$ cat config.mk
export PLATFORM = sky130hd
export DESIGN_NAME = e1_config_and_custom_pulse_regs
export DESIGN_NICKNAME = d
export VERILOG_FILES = /design/src/include/e1_cfg_pkg.sv /design/src/design/test_pattern_unit.sv /design/src/design/e1_config_and_custom_pulse_regs.sv
export SDC_FILE = /design/constraint.sdc
export NUM_CORES = 1
export LEC_CHECK = 0
export BUFFER_PORTS_ARGS = -buffer_cell sky130_fd_sc_hd__buf_4
export CAP_MARGIN = 20
export CORE_MARGIN = 2
export CORE_UTILIZATION = 35
export CTS_BUF_LIST = sky130_fd_sc_hd__clkbuf_8
export CTS_CLUSTER_DIAMETER = 150
export DETAILED_ROUTE_END_ITERATION = 8
export GPL_TIMING_DRIVEN = 0
export PLACE_DENSITY_LB_ADDON = 0.12
export SKIP_LAST_GASP = 1
export SLEW_MARGIN = 0
export SYNTH_ARGS = -nofsm -noshare
export SYNTH_HDL_FRONTEND = slang
export SYNTH_SLANG_ARGS = --single-unit
$ cat constraint.sdc
create_clock -name pclk -period 4.55 [get_ports pclk]
set_clock_uncertainty 0.05 [all_clocks]
set_input_delay 0.455 -clock pclk [delete_from_list [all_inputs] [get_ports pclk]]
set_output_delay 0.455 -clock pclk [all_outputs]
set_load 0.1 [all_outputs]
$ cat src/include/e1_cfg_pkg.sv
// Constants shared by the E1 configuration register bank
package e1_cfg_pkg;
    // =========================================================
    // Register indices (byte address is four times the index)
    localparam logic [5:0] IDX_CONFIGURATION_CONTROL = 6'h10;
    localparam logic [5:0] IDX_CUSTOM_PULSE_ENABLE   = 6'h11;
    localparam logic [5:0] IDX_PULSE_PHASE_ONE       = 6'h1c;
    localparam logic [5:0] IDX_PULSE_PHASE_TWO       = 6'h1d;
    localparam logic [5:0] IDX_PULSE_PHASE_THREE     = 6'h1e;
    localparam logic [5:0] IDX_PULSE_PHASE_FOUR      = 6'h1f;
    localparam logic [5:0] IDX_PRBS_ERROR_COUNT      = 6'h20;

    // =========================================================
    // Field positions
    localparam int CFG_E1_MODE_BIT    = 7;
    localparam int CFG_FE_DISABLE_BIT = 4;
    localparam int CFG_LOS_THRESH_BIT = 3;
    localparam int CFG_TEST_SEQ_BIT   = 1;
    localparam int CPE_CUSTOM_BIT     = 3;
    localparam int MAG_MSB            = 6;

    // =========================================================
    // Reset values
    localparam logic [7:0] CFG_RESET = 8'h80;
    localparam logic [7:0] CPE_RESET = 8'h80;
    localparam logic [7:0] CPW_RESET = 8'h00;
    localparam logic [14:0] PRBS_SEED = 15'h7fff;

    // =========================================================
    // Timing: line clock derived from pclk
    localparam int PCLK_HZ     = 250_000_000;
    localparam int LINE_CLK_HZ = 2_048_000;
    localparam logic [5:0] TX_HALF_CYC = 6'(PCLK_HZ / (2 * LINE_CLK_HZ));

    // =========================================================
    // A-law digital milliwatt, eight bytes repeating
    localparam logic [7:0] MILLIWATT [8] = '{8'h34, 8'h21, 8'h21, 8'h34,
                                             8'hb4, 8'ha1, 8'ha1, 8'hb4};

    // Built-in pulse templates: termination select by mark phase
    localparam logic [6:0] ROM_TPL [8][4] = '{
        '{7'h30, 7'h40, 7'h20, 7'h08}, '{7'h38, 7'h48, 7'h24, 7'h0a},
        '{7'h30, 7'h40, 7'h20, 7'h08}, '{7'h34, 7'h44, 7'h22, 7'h09},
        '{7'h28, 7'h36, 7'h1c, 7'h06}, '{7'h2c, 7'h3a, 7'h1e, 7'h07},
        '{7'h28, 7'h36, 7'h1c, 7'h06}, '{7'h2a, 7'h38, 7'h1d, 7'h06}};
endpackage : e1_cfg_pkg

$ cat src/design/test_pattern_unit.sv
// Test pattern source and checker: milliwatt bytes and PRBS 2^15-1
`timescale 1ns/10ps
module test_pattern_unit
    import e1_cfg_pkg::*;
(
    input  wire logic       pclk,
    input  wire logic       presetn,
    input  wire logic       tx_advance,
    input  wire logic       rx_advance,
    input  wire logic [7:0] rx_byte,
    output logic      [7:0] tx_prbs_byte,
    output logic      [7:0] tx_mw_byte,
    output logic      [7:0] rx_mw_byte,
    output logic            prbs_error
);
    typedef struct packed {
        logic [14:0] gen;
        logic [14:0] chk;
        logic [2:0]  tx_idx;
        logic [2:0]  rx_idx;
        logic [7:0]  prbs_out;
        logic        err;
    } pat_s;

    pat_s st_reg;
    pat_s st_next;

    // =========================================================
    // One byte of the x^15 + x^14 + 1 sequence
    function automatic logic [22:0] prbs_byte(input logic [14:0] s);
        logic [14:0] t;
        logic [7:0]  b;
        t = s;
        b = 8'h00;
        for (int i = 7; i >= 0; i--) begin
            b[i] = t[14] ^ t[13];
            t    = {t[13:0], b[i]};
        end
        return {t, b};
    endfunction : prbs_byte

    // Self-synchronising check: predict each bit from received history
    function automatic logic [15:0] prbs_check(input logic [14:0] s, input logic [7:0] b);
        logic [14:0] t;
        logic        e;
        t = s;
        e = 1'b0;
        for (int i = 7; i >= 0; i--) begin
            e = e | ((t[14] ^ t[13]) != b[i]);
            t = {t[13:0], b[i]};
        end
        return {t, e};
    endfunction : prbs_check

    // =========================================================
    // Next state
    always_comb begin
        st_next     = st_reg;
        st_next.err = 1'b0;
        if (tx_advance) begin
            {st_next.gen, st_next.prbs_out} = prbs_byte(st_reg.gen);
            st_next.tx_idx = st_reg.tx_idx + 3'd1;
        end
        if (rx_advance) begin
            {st_next.chk, st_next.err} = prbs_check(st_reg.chk, rx_byte);
            st_next.rx_idx = st_reg.rx_idx + 3'd1;
        end
    end

    always_ff @(posedge pclk or negedge presetn) begin
        if (!presetn) begin
            st_reg <= '{gen: PRBS_SEED, chk: PRBS_SEED, default: '0};
        end else begin
            st_reg <= st_next;
        end
    end

    assign tx_prbs_byte = st_reg.prbs_out;
    assign tx_mw_byte   = MILLIWATT[st_reg.tx_idx];
    assign rx_mw_byte   = MILLIWATT[st_reg.rx_idx];
    assign prbs_error   = st_reg.err;
endmodule : test_pattern_unit

$ cat src/design/e1_config_and_custom_pulse_regs.sv
// E1 configuration and custom pulse register bank with its line-side effects
//
// The APB slave port was left to the implementer.
`timescale 1ns/10ps
module e1_config_and_custom_pulse_regs
    import e1_cfg_pkg::*;
(
    input  wire logic        pclk,
    input  wire logic        presetn,
    input  wire logic        psel,
    input  wire logic        penable,
    input  wire logic        pwrite,
    input  wire logic [7:0]  paddr,
    input  wire logic [31:0] pwdata,
    output logic      [31:0] prdata,
    output logic             pready,
    output logic             pslverr,
    output logic             e1_mode_select,
    output logic             line_front_end_disable,
    output logic             loss_threshold_select,
    output logic             test_sequence_select,
    input  wire logic        extracted_rx_clock_in,
    input  wire logic        rx_line_in_a,
    input  wire logic        rx_line_in_b,
    output logic             rx_bit_a,
    output logic             rx_bit_b,
    output logic             rx_bit_valid,
    output logic             tx_clock_out,
    output logic             tx_line_out_a,
    output logic             tx_line_out_b,
    input  wire logic        tx_bit_a,
    input  wire logic        tx_bit_b,
    output logic             tx_bit_taken,
    input  wire logic        mark_active,
    input  wire logic [1:0]  mark_phase,
    input  wire logic [2:0]  line_termination,
    output logic      [6:0]  line_driver_pair_coeff,
    input  wire logic        slot_strobe,
    input  wire logic        slot_tx_test,
    input  wire logic        slot_rx_test,
    input  wire logic [7:0]  tx_slot_in,
    input  wire logic [7:0]  rx_slot_in,
    output logic      [7:0]  tx_slot_out,
    output logic      [7:0]  rx_slot_out,
    output logic             prbs_error_seen
);
    // =========================================================
    // Module state
    typedef struct packed {
        logic [7:0]      configuration_control;
        logic [7:0]      custom_pulse_enable;
        logic [3:0][7:0] pulse_phase_word;
        logic [31:0]     rdata;
        logic            slverr;
        logic [1:0]      rxc_sync;
        logic [1:0]      rxa_sync;
        logic [1:0]      rxb_sync;
        logic            rxc_last;
        logic            rx_a;
        logic            rx_b;
        logic            rx_stb;
        logic [5:0]      div;
        logic            txclk;
        logic            tx_a;
        logic            tx_b;
        logic            tx_take;
        logic [6:0]      coeff;
        logic [7:0]      tx_slot;
        logic [7:0]      rx_slot;
        logic [15:0]     err_cnt;
    } bank_s;

    bank_s st_reg;
    bank_s st_next;

    logic       setup_phase;
    logic       access_phase;
    logic [5:0] reg_idx;
    logic       aligned;
    logic       bypass;
    logic       custom_on;
    logic       use_milliwatt;
    logic       tx_adv;
    logic       rx_adv;
    logic [7:0] prbs_tx_byte;
    logic [7:0] mw_tx_byte;
    logic [7:0] mw_rx_byte;
    logic       prbs_err;

    // =========================================================
    // Address decoding, shared by read capture and write
    function automatic logic idx_mapped(input logic [5:0] idx);
        case (idx)
            IDX_CONFIGURATION_CONTROL,
            IDX_CUSTOM_PULSE_ENABLE,
            IDX_PULSE_PHASE_ONE,
            IDX_PULSE_PHASE_TWO,
            IDX_PULSE_PHASE_THREE,
            IDX_PULSE_PHASE_FOUR,
            IDX_PRBS_ERROR_COUNT: idx_mapped = 1'b1;
            default:              idx_mapped = 1'b0;
        endcase
    endfunction : idx_mapped

    function automatic logic [31:0] read_word(input bank_s s, input logic [5:0] idx);
        case (idx)
            IDX_CONFIGURATION_CONTROL: read_word = {24'h000000, s.configuration_control};
            IDX_CUSTOM_PULSE_ENABLE:   read_word = {24'h000000, s.custom_pulse_enable};
            IDX_PULSE_PHASE_ONE:       read_word = {24'h000000, s.pulse_phase_word[0]};
            IDX_PULSE_PHASE_TWO:       read_word = {24'h000000, s.pulse_phase_word[1]};
            IDX_PULSE_PHASE_THREE:     read_word = {24'h000000, s.pulse_phase_word[2]};
            IDX_PULSE_PHASE_FOUR:      read_word = {24'h000000, s.pulse_phase_word[3]};
            IDX_PRBS_ERROR_COUNT:      read_word = {16'h0000, s.err_cnt};
            default:                   read_word = 32'h00000000;
        endcase
    endfunction : read_word

    // =========================================================
    // Bus phases; slave never stalls, so pready is constant high
    assign setup_phase  = psel & ~penable;
    assign access_phase = psel & penable;
    assign reg_idx      = paddr[7:2];
    assign aligned      = (paddr[1:0] == 2'b00);
    assign pready       = 1'b1;

    // Decoded control levels
    assign bypass        = st_reg.configuration_control[CFG_FE_DISABLE_BIT];
    assign custom_on     = st_reg.custom_pulse_enable[CPE_CUSTOM_BIT];
    assign use_milliwatt = st_reg.configuration_control[CFG_TEST_SEQ_BIT];
    assign tx_adv        = slot_strobe & slot_tx_test & ~use_milliwatt;
    assign rx_adv        = slot_strobe & slot_rx_test;

    // =========================================================
    // Pattern generator and checker
    test_pattern_unit u_pattern (
        .pclk         (pclk),
        .presetn      (presetn),
        .tx_advance   (tx_adv | (slot_strobe & slot_tx_test)),
        .rx_advance   (rx_adv),
        .rx_byte      (rx_slot_in),
        .tx_prbs_byte (prbs_tx_byte),
        .tx_mw_byte   (mw_tx_byte),
        .rx_mw_byte   (mw_rx_byte),
        .prbs_error   (prbs_err)
    );

    // =========================================================
    // Next-state logic
    always_comb begin
        st_next = st_reg;

        // Read data captured in setup so prdata comes from a flip-flop
        if (setup_phase) begin
            st_next.rdata  = aligned ? read_word(st_reg, reg_idx) : 32'h00000000;
            st_next.slverr = ~(aligned & idx_mapped(reg_idx));
        end

        // Writes land on the access edge; all eight bits stored as written
        if (access_phase && pwrite && aligned) begin
            case (reg_idx)
                IDX_CONFIGURATION_CONTROL: st_next.configuration_control = pwdata[7:0];
                IDX_CUSTOM_PULSE_ENABLE:   st_next.custom_pulse_enable   = pwdata[7:0];
                IDX_PULSE_PHASE_ONE:       st_next.pulse_phase_word[0]   = pwdata[7:0];
                IDX_PULSE_PHASE_TWO:       st_next.pulse_phase_word[1]   = pwdata[7:0];
                IDX_PULSE_PHASE_THREE:     st_next.pulse_phase_word[2]   = pwdata[7:0];
                IDX_PULSE_PHASE_FOUR:      st_next.pulse_phase_word[3]   = pwdata[7:0];
                default: ;
            endcase
        end

        // Pin synchronisers: first stage feeds only the second
        st_next.rxc_sync = {st_reg.rxc_sync[0], extracted_rx_clock_in};
        st_next.rxa_sync = {st_reg.rxa_sync[0], rx_line_in_a};
        st_next.rxb_sync = {st_reg.rxb_sync[0], rx_line_in_b};
        st_next.rxc_last = st_reg.rxc_sync[1];

        // Receive bits taken on each rising edge of the extracted clock while the front end is bypassed
        st_next.rx_stb = 1'b0;
        if (bypass && st_reg.rxc_sync[1] && !st_reg.rxc_last) begin
            st_next.rx_a   = st_reg.rxa_sync[1];
            st_next.rx_b   = st_reg.rxb_sync[1];
            st_next.rx_stb = 1'b1;
        end

        // Transmit clock divided from pclk; data changes on its rising edge.
        // Integer divide gives about 2.049 MHz; a fractional divider was not worth the area.
        st_next.tx_take = 1'b0;
        if (!bypass) begin
            st_next.div   = 6'd0;
            st_next.txclk = 1'b0;
            st_next.tx_a  = 1'b0;
            st_next.tx_b  = 1'b0;
        end else if (st_reg.div == TX_HALF_CYC - 6'd1) begin
            st_next.div   = 6'd0;
            st_next.txclk = ~st_reg.txclk;
            if (!st_reg.txclk) begin
                st_next.tx_a    = tx_bit_a;
                st_next.tx_b    = tx_bit_b;
                st_next.tx_take = 1'b1;
            end
        end else begin
            st_next.div = st_reg.div + 6'd1;
        end

        // Phase coefficient: ROM by termination, or custom magnitude
        if (!mark_active) begin
            st_next.coeff = 7'h00;
        end else if (custom_on) begin
            st_next.coeff = st_reg.pulse_phase_word[mark_phase][MAG_MSB:0];
        end else begin
            st_next.coeff = ROM_TPL[line_termination][mark_phase];
        end

        // Per-slot test substitution
        if (slot_strobe) begin
            if (!slot_tx_test) begin
                st_next.tx_slot = tx_slot_in;
            end else if (use_milliwatt) begin
                st_next.tx_slot = mw_tx_byte;
            end else begin
                st_next.tx_slot = prbs_tx_byte;
            end
            if (slot_rx_test && use_milliwatt) begin
                st_next.rx_slot = mw_rx_byte;
            end else begin
                st_next.rx_slot = rx_slot_in;
            end
        end

        // Detector errors only count in PRBS mode; count saturates
        if (prbs_err && !use_milliwatt && st_reg.err_cnt != 16'hffff) begin
            st_next.err_cnt = st_reg.err_cnt + 16'd1;
        end
    end

    // =========================================================
    // State register
    always_ff @(posedge pclk or negedge presetn) begin
        if (!presetn) begin
            st_reg <= '{configuration_control: CFG_RESET,
                        custom_pulse_enable:   CPE_RESET,
                        pulse_phase_word:      {4{CPW_RESET}},
                        default:               '0};
        end else begin
            st_reg <= st_next;
        end
    end

    // =========================================================
    // Outputs
    assign prdata                 = st_reg.rdata;
    assign pslverr                = st_reg.slverr & access_phase;
    assign e1_mode_select         = st_reg.configuration_control[CFG_E1_MODE_BIT];
    assign line_front_end_disable = bypass;
    assign loss_threshold_select  = st_reg.configuration_control[CFG_LOS_THRESH_BIT];
    assign test_sequence_select   = use_milliwatt;
    assign rx_bit_a               = st_reg.rx_a;
    assign rx_bit_b               = st_reg.rx_b;
    assign rx_bit_valid           = st_reg.rx_stb;
    assign tx_clock_out           = st_reg.txclk;
    assign tx_line_out_a          = st_reg.tx_a;
    assign tx_line_out_b          = st_reg.tx_b;
    assign tx_bit_taken           = st_reg.tx_take;
    assign line_driver_pair_coeff = st_reg.coeff;
    assign tx_slot_out            = st_reg.tx_slot;
    assign rx_slot_out            = st_reg.rx_slot;
    assign prbs_error_seen        = st_reg.err_cnt != 16'h0000;
endmodule : e1_config_and_custom_pulse_regs

### Word-level counts from Yosys, hierarchy flattened

Memories as Yosys holds them, arrays and structs flattened.
Cells that the tools add are included.

| operators by class | value |
|---|---|
| $lt $le $gt $ge | 5 |
| $add $sub $neg | 4 |
| eq/ne operators | 19 |
| mux-type cells | 27 |
| reduce and logical (&&, ||, !) cells | 19 |
| bitwise gates (word level) | 39 |

Operator list:

| operator | count |
|---|---|
| 16-bit case mux with 7 select lines | 1 |
| 28-bit 2-to-1 mux | 2 |
| 8-bit 2-to-1 mux | 7 |
| 6-bit by 5-bit equality test with 1-bit output (second input constant) | 6 |
| 7-bit 2-to-1 mux | 5 |
| 32-bit 2-to-1 mux | 1 |
| 16-bit by 1-bit adder with 16-bit output (second input constant) | 1 |
| 8-bit binary-select mux with 2-bit select | 1 |
| 16-bit != test (second input constant) | 1 |
| 16-bit nonzero test | 1 |
| 1-bit XOR | 16 |
| 7-bit binary-select mux with 2-bit select | 1 |
| 2-bit AND reduction | 7 |
| 6-bit equality test (second input constant) | 2 |
| 4-bit >= comparator (second input constant) | 3 |
| 3-bit NOT with 4-bit output | 3 |
| 9-bit 2-to-1 mux | 1 |
| 1-bit != test | 8 |
| 1-bit OR | 8 |
| 1-bit AND | 7 |
| 1-bit logical AND | 7 |
| 7-bit OR reduction | 1 |
| 3-bit by 1-bit adder with 3-bit output (second input constant) | 2 |
| 6-bit by 1-bit adder with 6-bit output (second input constant) | 1 |
| 12 further kinds | 20 |

| word-level totals | value |
|---|---|
| memories kept | 3 |
| flip-flop bits (word level) | 185 |
| ROM bits | 352 |

Memory list:

| memory | words | bits a word | read ports | clocked after Yosys merged registers in | wr ports | RTL line | source |
|---|---|---|---|---|---|---|---|
| (name not given) | 8 | 28 | 1 | 0 | 0 | e1_config_and_custom_pulse_regs.sv:211 | `st_next.coeff = ROM_TPL[line_termination][mark_phase];` |
| (name not given) | 8 | 8 | 1 | 0 | 0 | test_pattern_unit.sv:79 | `assign tx_mw_byte = MILLIWATT[st_reg.tx_idx];` |
| (name not given) | 8 | 8 | 1 | 0 | 0 | test_pattern_unit.sv:80 | `assign rx_mw_byte = MILLIWATT[st_reg.rx_idx];` |

### Logic depth before layout (Yosys ltp)

| depth | value |
|---|---|
| depth after elaboration | 10 |
| depth in mapped cells | 7 |
| mapped depth without buffers | 7 |

### Cells and area by module

From an unflattened synthesis, not the netlist that was laid out.

| unflattened totals | value |
|---|---|
| cells, all modules | 730 |
| area total of the unflattened synthesis | 8535.7 um2 |

Modules (own cells, without submodules):

| module | seq. area each (um2) | area an instance (um2) | cells an instance | times used |
|---|---|---|---|---|
| e1_config_and_custom_pulse_regs | 3105.5 | 6481.2 | 572 | 1 |
| test_pattern_unit | 1163.6 | 2054.5 | 158 | 1 |

### Worst setup path after synthesis

No wires, ideal clock.

| path | value |
|---|---|
| path kind | reg2out |
| start point | reg st_reg[0] (netlist bit) |
| end point | out prbs_error_seen |
| arrival | 1.754 ns |
| stages on the path, launching flop included | 5 |
| path slack | 2.291 ns |
| path through | dfrtp_1 -> inv_1 -> ha_1 -> nor4b_1 -> nand4_1 |

| between the ends | value |
|---|---|
| cells in the longest elaborated chain, start to end | 1 |

RTL lines:

| item | RTL line | source |
|---|---|---|
| start, declared | e1_config_and_custom_pulse_regs.sv:73 | `bank_s st_reg;` |
| start signal, assigned | e1_config_and_custom_pulse_regs.sv:240 | `st_reg <= '{configuration_control: CFG_RESET,` |
| start signal, assigned | e1_config_and_custom_pulse_regs.sv:245 | `st_reg <= st_next;` |
| 16-bit nonzero test | e1_config_and_custom_pulse_regs.sv:267 | `assign prbs_error_seen = st_reg.err_cnt != 16'h0000;` |
| end, declared | e1_config_and_custom_pulse_regs.sv:45 | `output logic prbs_error_seen` |

No other way between the ends.

### Final worst setup path

Same ends and word-level chain as after synthesis.

==> qor.yml <==
status: "finished clean"
ios: 144
grt_pass1_vias: 5654
synth_area_sq_um: 8240
floorplan.initialDensity: 0.354
drtIter0Drc: 272
worst_ep_arrival_time_ns: 1.99
cts_tree: "built"
ys_ff_latch: 169
sw_frac_of_total: 0.329
required_ns: 4.05
dpl.cell_count: 1121
fp.dieW_um: 157
max_stage_delay_ns: 0.46
fin_nets: 905
die_area_sq_um: 24800
peakVddDrop_uv: 387
reg2reg_depth: 6
die_y_um: 157
layout_commonest_cell: "buf_4"
final_cell_mix: "158 x buf_4, 137 x dfrtp_1, 70 x mux2_2"
clk_pin_slew_ns: 0.08
slowest_stage: "dfrtp_1"
top_usage_layer: "met2"
cp.depth: 5
grt_usage: 0.156
power_leakage_nw: 4.58
fp-row-count: 56
syn2layout_area_growth_pct: 20.2
p_sw_mw: 1.33
final_cells: 1154
dp_hpwl_um: 13200
worst_pin_slew_ns: 0.646
drc_errors: 0
largest_reg_flops: 69
gr-usage-met1: 0.210
avgSynthCellArea_sq_um: 12.0
hold_ws_ns: 0.0566
fill_cells: 2262
fin_ws_ns: 2.05
finalSetupTns_ns: 0
power_density_nw_per_um2: 409
gp_congestion: 0.761
critPathKind: "reg2out"
totalWireLength_um: 18700
synth_top_area_share: 0.416
synth_area_leader_cell: "dfrtp_1"
cts_made_buffers: 17
p_seq_frac: 0.484
cts-resized-gates: 0
clk_latency_ns: 0.46
maxSlewViolCount: 0
crit_fanout: 4
portBuffers: 101
crit_path_cell_trace: "inv_1 > ha_1 > nor4b_1 > nand4_1 > buf_4"
drive_above_1_share: 0.400
dpl_worst_slack_ns: 2.18
root_buffer: "clkbuf_8"
synth.distinct_cells: 62
synth_top_cells_by_area: "dfrtp_1 42%, dfstp_2 10%, mux2_2 9.6%"
fin_crit_ns: 2.50
grt_max_degree: 130
rsz0062_at_grt: "false"
gr-usage-met2: 0.252
crit_path_start_kind: "register"
firstDrtPassIters: 4
h-tree-depth: 4
grt_overflow_total: 0
end_kind: "output port"
slew_headroom: 0.569
synthFlopType: "dfrtp_1"
n_antenna_cell: 0
vias: 5492
synth_edf_count: 0
via_per_inst: 4.76
antenna_found_initial: 0
cts_sinks: 169
ys_seq_area_frac: 0.518
clock.fmax_ghz: 0.401
fin_crit_sh: 0.549
comb_power_share: 0.245
grt_pass1_wl_um: 29800
cts_buffer_depth: 2
syn_inst: 685
hold_depth: 1
core_area_sq_um: 23300
intPower_mw: 2.72
postLayoutCoreUtil: 0.426
yosysWarningCount: 0
hp-class: "in2reg"
cap_violations: 0
async_flop_share: 1.00
report.final.setup_viol: 0
antenna_left: 0
use_met3: 0.0300
power.share.clock: 0.271
hold_viol: 0
cp.buffers_inverters: 2
drt-wirelength-per-cell_um: 16.2
path_delay_family: "simple AND/OR/NAND/NOR gates"
[cell usage after synthesis (5+ instances only)]
master	instances
xnor2_1	24
a221o_1	8
a21oi_1	25
and2_1	7
mux2_2	70
nor2_1	35
nand2_1	32
mux2i_1	19
dfstp_2	32
o21a_1	17
inv_1	19
nor2b_1	8
o21ai_0	12
nor3_1	8
ha_1	8
clkbuf_1	13
dfrtp_1	137
xor2_1	16
a22oi_1	8
a22o_1	24
buf_4	58
nand3_1	16
mux2_4	8
buf_2	6
o22ai_1	10
nand2b_1	7
mux4_2	5
[worst reg2reg max path, stage by stage (launching register included)]
cell	delay [ns]
dfrtp_1	0.47
ha_1	0.23
nand4_1	0.19
nor3_1	0.41
a21o_1	0.26
nor2_1	0.07
xor2_1	0.14
[layout make-up]
class	instances	area (sq um)	share of cell area
flip-flops and latches	169	4270	0.431
multi-input cells	432	3410	0.345
repair buffers	103	803	0.0811
plain buffers	80	541	0.0546
well taps	319	399	0.0403
clock buffers	21	289	0.0292
clock inverters	11	120	0.0121
inverters	19	71.3	0.00720
[logic make-up after synthesis]
logic type | synth area share
flops | 0.518
simple gates | 0.100
compound gates | 0.105
mux | 0.147
buf+inv | 0.0743
xor+xnor | 0.0425
fa+ha+maj | 0.0121
other cells | 0.000912
[what timing repair did]
item | in CTS | in global routing
hold endpoints to repair | 40 | 0
hold buffers | 1 | 0
buffers inserted | 0 | 0
[path summary, 6_finish.rpt]
kind                                              to  slack [ns]          from
min                                      st_next[56]        0.06  rx_line_in_a
max reg2reg                                st_reg[7]        2.62     st_reg[0]
max in group asynchronous  line_driver_pair_coeff[4]        3.11       presetn
min in group asynchronous                 prdata[14]        0.40       presetn
max                                  prbs_error_seen        2.05     st_reg[0]
min reg2reg                               st_reg[54]        0.31   st_next[54]
[power by group through the flow]
stage / combinational, mW / sequential (mW) / clock (mW)
detailed placement: 1.00 / 1.99 / 0
finish: 0.994 / 1.96 / 1.10
global placement: 0.981 / 1.98 / 0
floorplan: 0.764 / 1.94 / 0
CTS: 1.01 / 1.96 / 1.13
global route: 1.07 / 2.00 / 1.19
[through the flow]
step / area, sq um / total power [mW]
floorplan: 8300 / 2.71
global placement: 9450 / 2.96
detailed placement: 9490 / 2.99
CTS: 9910 / 4.10
global route: 9910 / 4.26
finish: 9910 / 4.05
[metal layers]
metal / wire length [um] / vias to the layer above / part of all wire
met3: 766 / 17 / 0.041
li1: - / 2629 / -
met1: 8840 / 2723 / 0.47
met4: 246 / 0 / 0.013
met5: 0 / - / 0
met2: 8810 / 123 / 0.47
(Power assumes the default switching activity.)
